$ cat src/pcf_pkg.sv
// Constants shared by the counter enable and freeze logic
package pcf_pkg;
  // Counter population and widths
  localparam int PCF_NUM_GP = 4;
  localparam int PCF_NUM_FX = 3;
  localparam int PCF_NUM_THR = 2;
  localparam int PCF_CTR_W = 48;
  localparam logic [7:0] PCF_VERSION = 8'h04;
  // Register addresses
  localparam logic [31:0] PCF_EVTSEL_BASE = 32'h0000_0186;
  localparam logic [31:0] PCF_FX_CTR_BASE = 32'h0000_0309;
  localparam logic [31:0] PCF_GP_CTR_BASE = 32'h0000_04c1;
  localparam logic [31:0] PCF_FX_CTL_ADDR = 32'h0000_0500;
  localparam logic [31:0] PCF_STATUS_ADDR = 32'h0000_0501;
  localparam logic [31:0] PCF_GEN_ADDR = 32'h0000_0502;
  localparam logic [31:0] PCF_OVF_CLR_ADDR = 32'h0000_0503;
  localparam logic [31:0] PCF_DBG_ADDR = 32'h0000_0504;
  localparam logic [31:0] PCF_CAPS_ADDR = 32'h0000_0505;
  // Event select fields
  localparam int PCF_EVT_USR = 16;
  localparam int PCF_EVT_OS = 17;
  localparam int PCF_EVT_INT = 20;
  localparam int PCF_EVT_ANY = 21;
  localparam int PCF_EVT_EN = 22;
  // Fixed control group fields
  localparam int PCF_FX_GRP_W = 4;
  localparam int PCF_FX_OS = 0;
  localparam int PCF_FX_USR = 1;
  localparam int PCF_FX_ANY = 2;
  localparam int PCF_FX_PMI = 3;
  // Global status fields
  localparam int PCF_ST_FX_BASE = 32;
  localparam int PCF_ST_TRACE = 55;
  localparam int PCF_ST_BR_FRZ = 58;
  localparam int PCF_ST_COUNTERS_FROZEN = 59;
  localparam int PCF_ST_ENCL = 60;
  // Debug control fields
  localparam int PCF_DBG_BR_EN = 0;
  localparam int PCF_DBG_FRZ_BR = 11;
  localparam int PCF_DBG_FRZ_CTR = 12;
  localparam logic [63:0] PCF_DBG_MASK = 64'h0000_0000_0000_1801;
  // Capability field
  localparam int PCF_CAP_NGP_LSB = 8;
endpackage : pcf_pkg

$ cat src/pcf_ctr_if.sv
// Link between the control logic and one counter
interface pcf_ctr_if #(
  parameter int W = 48,
  parameter int IW = 2
);
  logic [IW-1:0] inc;
  logic load;
  logic [W-1:0] load_val;
  logic [W-1:0] value;
  logic ovf;
  modport ctl (output inc, load, load_val, input value, ovf);
  modport ctr (input inc, load, load_val, output value, ovf);
endinterface : pcf_ctr_if

$ cat src/pcf_counter.sv
// One performance counter with load and wrap pulse
module pcf_counter #(
  parameter int W = 48,
  parameter int IW = 2
) (
  input wire logic clk_in,   // Core clock
  input wire logic rst_in,   // Async reset, active high
  pcf_ctr_if.ctr bus         // Increment, load and value
);
  logic [W-1:0] value_q;
  logic [W-1:0] value_d;
  logic ovf_q;
  logic ovf_d;
  logic [W:0] sum;

  always_comb begin
    sum = {1'b0, value_q} + (W+1)'(bus.inc);
    value_d = bus.load ? bus.load_val : sum[W-1:0];
    ovf_d = !bus.load && sum[W];
  end

  always_ff @(posedge clk_in or posedge rst_in) begin
    if (rst_in) begin
      value_q <= '0;
      ovf_q <= 1'b0;
    end else begin
      value_q <= value_d;
      ovf_q <= ovf_d;
    end
  end

  assign bus.value = value_q;
  assign bus.ovf = ovf_q;
endmodule // pcf_counter

$ cat src/pcf_core.sv
// Counter enable, cross-thread counting, global status and freeze
module pcf_core
  import pcf_pkg::*;
#(
  parameter int NUM_GP = PCF_NUM_GP,
  parameter int NUM_FX = PCF_NUM_FX,
  parameter int NUM_THR = PCF_NUM_THR,
  parameter int CTR_W = PCF_CTR_W,
  parameter bit TRACE_SUPPORTED = 1'b1
) (
  input wire logic clk_in,                           // Core clock
  input wire logic rst_in,                           // Async reset, active high
  input wire logic msr_req_in,                       // Register access request
  input wire logic msr_wr_in,                        // 1 write, 0 read
  input wire logic [31:0] msr_addr_in,               // Register address
  input wire logic [NUM_THR-1:0] msr_thread_in,      // One-hot requesting thread
  input wire logic [63:0] msr_wdata_in,              // Write data
  output logic msr_ack_out,                          // Access done pulse
  output logic msr_fault_out,                        // Unmapped address with ack
  output logic [63:0] msr_rdata_out,                 // Read data with ack
  input wire logic [NUM_GP*NUM_THR-1:0] gp_event_in, // Event per general counter per thread
  input wire logic [NUM_FX*NUM_THR-1:0] fx_event_in, // Event per fixed counter per thread
  input wire logic [NUM_THR-1:0] thread_user_in,     // Thread runs at user privilege
  input wire logic trace_full_irq_in,                // Trace buffer full pulse
  input wire logic enclave_active_in,                // Enclave protection active
  output logic perf_interrupt_out,                   // Performance interrupt pulse
  output logic branch_capture_en_out,                // Branch record capture allowed
  output logic counters_frozen_out                   // All counting stopped
);
  localparam int NC = NUM_GP + NUM_FX;
  localparam int IW = $clog2(NUM_THR + 1);
  localparam logic [63:0] CTR_MASK = 64'((64'h1 << NUM_GP) - 64'h1)
    | (64'((64'h1 << NUM_FX) - 64'h1) << PCF_ST_FX_BASE);
  localparam logic [63:0] ST_MASK = CTR_MASK | (64'h1 << PCF_ST_BR_FRZ) | (64'h1 << PCF_ST_COUNTERS_FROZEN)
    | (64'h1 << PCF_ST_ENCL) | (64'(TRACE_SUPPORTED) << PCF_ST_TRACE);

  ////////////////////////////////////////////////////////////////////////////
  // Configuration registers
  logic [63:0] evtsel_q [NUM_GP];
  logic [63:0] evtsel_d [NUM_GP];
  logic [NUM_THR-1:0] gp_own_q [NUM_GP];
  logic [NUM_THR-1:0] gp_own_d [NUM_GP];
  logic [PCF_FX_GRP_W*NUM_FX-1:0] fxctl_q;
  logic [PCF_FX_GRP_W*NUM_FX-1:0] fxctl_d;
  logic [NUM_THR-1:0] fx_own_q;
  logic [NUM_THR-1:0] fx_own_d;
  logic [63:0] gen_q;
  logic [63:0] gen_d;
  logic [63:0] dbg_q;
  logic [63:0] dbg_d;
  logic wr;

  assign wr = msr_req_in && msr_wr_in;

  always_comb begin
    evtsel_d = evtsel_q;
    gp_own_d = gp_own_q;
    fxctl_d = fxctl_q;
    fx_own_d = fx_own_q;
    gen_d = gen_q;
    dbg_d = dbg_q;
    for (int n = 0; n < NUM_GP; n++) begin
      if (wr && msr_addr_in == PCF_EVTSEL_BASE + 32'(n)) begin
        evtsel_d[n] = msr_wdata_in;
        gp_own_d[n] = msr_thread_in;
      end
    end
    if (wr && msr_addr_in == PCF_FX_CTL_ADDR) begin
      fxctl_d = msr_wdata_in[PCF_FX_GRP_W*NUM_FX-1:0];
      fx_own_d = msr_thread_in;
    end
    if (wr && msr_addr_in == PCF_GEN_ADDR) begin
      gen_d = msr_wdata_in & CTR_MASK;
    end
    if (wr && msr_addr_in == PCF_DBG_ADDR) begin
      dbg_d = msr_wdata_in & PCF_DBG_MASK;
    end
  end

  always_ff @(posedge clk_in or posedge rst_in) begin
    if (rst_in) begin
      for (int n = 0; n < NUM_GP; n++) begin
        evtsel_q[n] <= '0;
        gp_own_q[n] <= '0;
      end
      fxctl_q <= '0;
      fx_own_q <= '0;
      gen_q <= '0;
      dbg_q <= '0;
    end else begin
      evtsel_q <= evtsel_d;
      gp_own_q <= gp_own_d;
      fxctl_q <= fxctl_d;
      fx_own_q <= fx_own_d;
      gen_q <= gen_d;
      dbg_q <= dbg_d;
    end
  end

  ////////////////////////////////////////////////////////////////////////////
  // Counters
  logic [IW-1:0] inc_w [NC];
  logic load_w [NC];
  logic [CTR_W-1:0] ctr_val [NC];
  logic ctr_ovf [NC];
  logic pmi_en [NC];
  logic [63:0] status_q;

  // A counter load wins over counting in its cycle and raises no wrap pulse
  for (genvar i = 0; i < NC; i++) begin : g_ctr
    pcf_ctr_if #(.W(CTR_W), .IW(IW)) link ();
    pcf_counter #(.W(CTR_W), .IW(IW)) u_ctr (
      .clk_in(clk_in),
      .rst_in(rst_in),
      .bus(link)
    );
    assign link.inc = inc_w[i];
    assign link.load = load_w[i];
    assign link.load_val = msr_wdata_in[CTR_W-1:0];
    assign ctr_val[i] = link.value;
    assign ctr_ovf[i] = link.ovf;
  end

  always_comb begin
    logic en;
    logic any;
    logic usr;
    logic os;
    logic ev;
    logic [NUM_THR-1:0] own;
    logic [IW-1:0] cnt;
    en = 1'b0;
    any = 1'b0;
    usr = 1'b0;
    os = 1'b0;
    ev = 1'b0;
    own = '0;
    cnt = '0;
    for (int i = 0; i < NC; i++) begin
      if (i < NUM_GP) begin
        en = evtsel_q[i][PCF_EVT_EN] && gen_q[i] && !status_q[PCF_ST_COUNTERS_FROZEN];
        any = evtsel_q[i][PCF_EVT_ANY];
        usr = evtsel_q[i][PCF_EVT_USR];
        os = evtsel_q[i][PCF_EVT_OS];
        own = gp_own_q[i];
        pmi_en[i] = evtsel_q[i][PCF_EVT_INT];
        load_w[i] = wr && msr_addr_in == PCF_GP_CTR_BASE + 32'(i);
      end else begin
        usr = fxctl_q[PCF_FX_GRP_W*(i-NUM_GP)+PCF_FX_USR];
        os = fxctl_q[PCF_FX_GRP_W*(i-NUM_GP)+PCF_FX_OS];
        en = (usr || os) && gen_q[PCF_ST_FX_BASE+i-NUM_GP] && !status_q[PCF_ST_COUNTERS_FROZEN];
        any = fxctl_q[PCF_FX_GRP_W*(i-NUM_GP)+PCF_FX_ANY];
        own = fx_own_q;
        pmi_en[i] = fxctl_q[PCF_FX_GRP_W*(i-NUM_GP)+PCF_FX_PMI];
        load_w[i] = wr && msr_addr_in == PCF_FX_CTR_BASE + 32'(i - NUM_GP);
      end
      cnt = '0;
      for (int t = 0; t < NUM_THR; t++) begin
        ev = (i < NUM_GP) ? gp_event_in[i*NUM_THR+t] : fx_event_in[(i-NUM_GP)*NUM_THR+t];
        // Privilege filter of each thread, then thread scope
        if (ev && ((usr && thread_user_in[t]) || (os && !thread_user_in[t]))
            && (any || own[t])) begin
          cnt = cnt + IW'(1);
        end
      end
      inc_w[i] = en ? cnt : '0;
    end
  end

  ////////////////////////////////////////////////////////////////////////////
  // Global status and freeze
  logic [63:0] status_d;
  logic perf_int_q;
  logic perf_int_d;
  logic br_cap_q;
  logic br_cap_d;

  always_comb begin
    logic [63:0] set;
    logic [63:0] clr;
    logic perf_interrupt;
    logic counting;
    set = '0;
    clr = '0;
    perf_interrupt = 1'b0;
    counting = 1'b0;
    for (int i = 0; i < NC; i++) begin
      if (ctr_ovf[i]) begin
        set[(i < NUM_GP) ? i : PCF_ST_FX_BASE + i - NUM_GP] = 1'b1;
        perf_interrupt = perf_interrupt || pmi_en[i];
      end
      counting = counting || (inc_w[i] != '0);
    end
    // Only the status-driven freeze exists; besides it, the enable bits and gen_q gate counting
    if (perf_interrupt && dbg_q[PCF_DBG_FRZ_BR]) begin
      set[PCF_ST_BR_FRZ] = 1'b1;
    end
    if (perf_interrupt && dbg_q[PCF_DBG_FRZ_CTR]) begin
      set[PCF_ST_COUNTERS_FROZEN] = 1'b1;
    end
    if (TRACE_SUPPORTED && trace_full_irq_in) begin
      set[PCF_ST_TRACE] = 1'b1;
    end
    if (enclave_active_in && counting) begin
      set[PCF_ST_ENCL] = 1'b1;
    end
    clr = (wr && msr_addr_in == PCF_OVF_CLR_ADDR) ? msr_wdata_in : '0;
    // A new event in the clearing cycle survives the clear
    status_d = ((status_q & ~clr) | set) & ST_MASK;
    perf_int_d = perf_interrupt || (TRACE_SUPPORTED && trace_full_irq_in);
    br_cap_d = dbg_q[PCF_DBG_BR_EN] && !status_d[PCF_ST_BR_FRZ];
  end

  always_ff @(posedge clk_in or posedge rst_in) begin
    if (rst_in) begin
      status_q <= '0;
      perf_int_q <= 1'b0;
      br_cap_q <= 1'b0;
    end else begin
      status_q <= status_d;
      perf_int_q <= perf_int_d;
      br_cap_q <= br_cap_d;
    end
  end

  assign perf_interrupt_out = perf_int_q;
  assign branch_capture_en_out = br_cap_q;
  assign counters_frozen_out = status_q[PCF_ST_COUNTERS_FROZEN];

  ////////////////////////////////////////////////////////////////////////////
  // Register read and answer
  logic ack_q;
  logic ack_d;
  logic fault_q;
  logic fault_d;
  logic [63:0] rdata_q;
  logic [63:0] rdata_d;

  always_comb begin
    logic hit;
    logic [63:0] val;
    hit = 1'b1;
    val = '0;
    unique case (msr_addr_in)
      PCF_FX_CTL_ADDR: val = 64'(fxctl_q);
      PCF_STATUS_ADDR: val = status_q;
      PCF_GEN_ADDR: val = gen_q;
      PCF_OVF_CLR_ADDR: val = '0;
      PCF_DBG_ADDR: val = dbg_q;
      PCF_CAPS_ADDR: val = 64'({8'(NUM_GP), PCF_VERSION});
      default: begin
        hit = 1'b0;
        for (int n = 0; n < NUM_GP; n++) begin
          if (msr_addr_in == PCF_EVTSEL_BASE + 32'(n)) begin
            hit = 1'b1;
            val = evtsel_q[n];
          end
          if (msr_addr_in == PCF_GP_CTR_BASE + 32'(n)) begin
            hit = 1'b1;
            val = 64'(ctr_val[n]);
          end
        end
        for (int j = 0; j < NUM_FX; j++) begin
          if (msr_addr_in == PCF_FX_CTR_BASE + 32'(j)) begin
            hit = 1'b1;
            val = 64'(ctr_val[NUM_GP+j]);
          end
        end
      end
    endcase
    ack_d = msr_req_in;
    fault_d = msr_req_in && !hit;
    rdata_d = (msr_req_in && !msr_wr_in && hit) ? val : '0;
  end

  always_ff @(posedge clk_in or posedge rst_in) begin
    if (rst_in) begin
      ack_q <= 1'b0;
      fault_q <= 1'b0;
      rdata_q <= '0;
    end else begin
      ack_q <= ack_d;
      fault_q <= fault_d;
      rdata_q <= rdata_d;
    end
  end

  assign msr_ack_out = ack_q;
  assign msr_fault_out = fault_q;
  assign msr_rdata_out = rdata_q;
endmodule // pcf_core

$ cat config.mk
export PLATFORM = sky130hd
export DESIGN_NAME = pcf_core
export DESIGN_NICKNAME = d
export VERILOG_FILES = /design/src/pcf_pkg.sv /design/src/pcf_ctr_if.sv /design/src/pcf_counter.sv /design/src/pcf_core.sv
export SDC_FILE = /design/constraint.sdc
export NUM_CORES = 2
export LEC_CHECK = 0
export ABC_AREA = 1
export BUFFER_PORTS_ARGS = -buffer_cell sky130_fd_sc_hd__buf_2
export CAP_MARGIN = 20
export CELL_PAD_IN_SITES_DETAIL_PLACEMENT = 1
export CELL_PAD_IN_SITES_GLOBAL_PLACEMENT = 2
export CORE_ASPECT_RATIO = 0.9
export CORE_MARGIN = 2
export CORE_UTILIZATION = 36
export DETAILED_ROUTE_END_ITERATION = 10
export PLACE_DENSITY_LB_ADDON = 0.12
export SLEW_MARGIN = 20
export SYNTH_ARGS = -nofsm -noshare
export SYNTH_HDL_FRONTEND = slang
export SYNTH_HIERARCHICAL = 1
export SYNTH_SLANG_ARGS = --single-unit
$ cat constraint.sdc
create_clock -name clk_in -period 12.8 [get_ports clk_in]
set_input_delay 1.28 -clock clk_in [delete_from_list [all_inputs] [get_ports clk_in]]
set_output_delay 1.28 -clock clk_in [all_outputs]
set_load 0.02 [all_outputs]
==> out/metrics.cfg <==
[cells_and_area]
layout-drive-gt1-share_pct=8.567
final_cell_mix=nand2_1, dfrtp_1, nor2_1, inv_1, o21ai_0
nets=6687
n_fill_cell=15510
final_common_cell=nand2_1
area_delta_synth_final_pct=12.46
fin_util_pct=40.74
fin_area_sq_mm=0.04916

[grt]
grt-ovfl-total=0
grt_usage_pct=36.20
antenna_found_initial=21
grt_pass1_vias=44070
grt_max_degree=102
grt_pass1_wl_um=323800

[yosys]
netlist_top_cells_area=dfrtp_1, nand2_1, nor2_1, o21ai_0, inv_1
syn_nets=6608
synthCells=6460
netlist_area_sq_mm=0.04371
yosysWarnings=6
async_flop_share_pct=100.0
ys_types=44
synth_edf_count=0
ys.flop_type=dfrtp_1
ys_seq_area_share_pct=40.64
avgSynthCellArea_sq_um=6.767
synth.largest_area_cell=dfrtp_1
ys_ff_latch=710
synth_top_area_share_pct=40.64

[floorplanning]
dieHeight_um=334.6
std_cell_rows=121
die_area_sq_mm=0.1242
chipWidth_um=371.3
core-area_sq_mm=0.1207
start_util_pct=36.23
num_io_pins=189

[cts]
cts_tree=built
cts.htree.levels=3
cts.clk_slew.worst_paths_ns=0.06
post-cts-setup-buffers=0
clockBufferDepth=3
clk_latency_ns=0.71
cts_buffers=89
ctsResizeCount=0
ctsHoldBuffers=0
cts-root-buf=clkbuf_16
cts.sinks=710

[timing]
period_minus_slack_ns=5.067
max_freq_mhz=197.4
tightest_slew_ns=1.211
final-hold-violation-count=0
setup_violations=0
relSlewSlack_pct=19.11
slew_violations=0
clock_skew_ns=0.03622
final.setup.tns_ns=0
layout_setup_ws_ns=7.733
timing.final.crit_share_pct=39.58
rsz0062_at_grt=false

[route]
routed_wirelength_um=227400
route.detailed.drc=0
avgViaCountPerCell=5.562
first_pass_iters=5
ant_nets=0
vias=45680
drtIter0Drc=5514
routedWlPerCell_um=27.69

[power_and_ir_drop]
p_clk_share_pct=52.0
p_sw_share_pct=25.46
p_comb_share_pct=4.4
p_sw_mw=1.309
leakagePower_nw=21.73
seq_power_share_pct=43.7
p_int_mw=3.834
p_per_area_mw_per_mm2=104.6
irDropWorstVdd_mv=0.1028

[worst_setup_path]
crit-reg2reg-capture=g_ctr[2].u_ctr/bus.value[42]$_DFF_PP0_
cpPeakStageDelay_ns=0.83
crit_slowest_cell=nand4_1
worst_path_most_repeated_cell=nor2_1
critPathLaunchType=primary input
cp.required_ns=13.38
cp_max_fo=51
critPathTopFamily=simple AND/OR/NAND/NOR gates
r2r_cells=14
worst_setup_path_end_kind=flip-flop
ff2ff_setup_slack_ns=8.60
crit_buf_inv=5
reg2reg_from=evtsel_q[85]$_DFFE_PP0P_
critPathArrivalTime_ns=5.64
worst-setup-path-type=primary input to flip-flop
worstPathCellList=buf_2, nor2_1, nand2_1, nor2_2, nand2_1, inv_2, buf_4, nand2_2, inv_2, nor2_1, nand4_2, buf_4, nand4_1, nor2_1

[placement]
hpwl_um=162900
place.port_buffers=188
dpl_cell_area_sq_mm=0.04613
gp_congestion=0.9287
place_ws_ns=7.127

[flow_run]
max-cap-violations=0

[worst_hold_path]
min_to=gp_own_q[0]$_DFFE_PP0P_
min_path_type=flip-flop to flip-flop
min_path_cells=2
min_from=gp_own_q[0]$_DFFE_PP0P_

[status]
status=finished, final reports clean

flip-flops by register name (all words and copies together), names as in the netlist:
register / cells
g_ctr.u_ctr/bus.value: 336
evtsel_q: 256
msr_rdata_out: 64
fxctl_q: 12
status_q: 11
gp_own_q: 8
g_ctr.u_ctr/bus.ovf: 7
gen_q: 7
dbg_q: 3
fx_own_q: 2
branch_capture_en_out: 1
msr_ack_out: 1
msr_fault_out: 1
perf_interrupt_out: 1
through the flow:
step	hold slack, ns	instances	total power, mW
6_report	0.4775	8213	5.143
5_1_grt	0.5060	8206	5.261
4_1_cts	0.4868	8205	5.173
3_5_place_dp	0.4724	8046	2.507
3_3_place_gp	0.4607	8046	2.507
2_1_floorplan	0.4184	6460	2.341
power by group through the flow:
stage               clock (mW)  combinational [mW]  sequential, mW
finish                    2.67               0.225            2.25
global route              2.79               0.231            2.24
CTS                       2.71               0.222            2.25
detailed placement           0               0.221            2.29
global placement             0               0.221            2.29
floorplan                    0              0.0539            2.29
synthesized netlist by cell type (25+ instances only):
master	n
nand3b_1	63
dfrtp_1	710
o21ai_0	463
nand2_2	27
xor2_1	42
nand3_1	367
inv_1	555
buf_2	49
buf_1	39
nor2_2	29
or2_2	39
a21oi_1	211
o21ai_1	113
nor2_1	659
clkbuf_1	160
xnor2_1	112
nor2_4	25
nand2_1	2410
nand4_1	148
worst max-delay path by stage:
stage | slack [ns] | from | end | cells after the start
final | 7.73 | msr_addr_in[31] | msr_rdata_out[52]$_DFF_PP0_ | 14
after global routing | 7.48 | msr_addr_in[31] | msr_rdata_out[52]$_DFF_PP0_ | 14
after CTS | 7.74 | msr_addr_in[31] | msr_rdata_out[52]$_DFF_PP0_ | 14
after detailed placement | 7.13 | msr_addr_in[31] | msr_rdata_out[52]$_DFF_PP0_ | 14
after global placement | 7.26 | msr_addr_in[31] | msr_rdata_out[54]$_DFF_PP0_ | 14
after floorplan | 1.33 | rst_in | branch_capture_en_out$_DFF_PP0_ | 1
routing by layer:
metal  up-vias  track usage [%]  part of all wire (%)
met4        20            12.20                   3.7
met5         -                0                 0.054
li1      20720                -                     -
met1     22750            52.85                    45
met3       317            8.776                   9.5
met2      1866            51.81                    41
logic make-up after synthesis:
| kind of cell | after synthesis | synth area share (%) |
|---|---|---|
| simple gates | 3853 | 37.14 |
| fa+ha+maj | 28 | 0.9216 |
| buf+inv | 837 | 7.516 |
| flops | 710 | 40.64 |
| xor+xnor | 154 | 3.085 |
| compound gates | 878 | 10.70 |
cell type report:
type	instances	area, sq um	area share, %
diodes	7	17.52	0.03563
clock buffers	127	2592	5.274
clock inverters	32	387.9	0.7890
inverters	573	2160	4.393
multi-input cells	4913	22790	46.37
flip-flops and latches	710	17770	36.14
well taps	1599	2001	4.070
repair buffers	252	1441	2.932
worst reg2reg max path, stage by stage, from the launching register on:
cell and delay, ns:
dfrtp_1 0.48, o21ai_0 0.40, a211oi_1 0.10, ha_1 0.28, nor3b_1 0.95, ha_1 0.37, inv_1 0.07, fa_1 0.45
nor2_4 0.26, nand3_2 0.16, nor2_1 0.29, nand3_1 0.12, nand2_1 0.08, nand3_1 0.06, nand2_1 0.07
No activity file was read; power rests on OpenSTA's default activity.
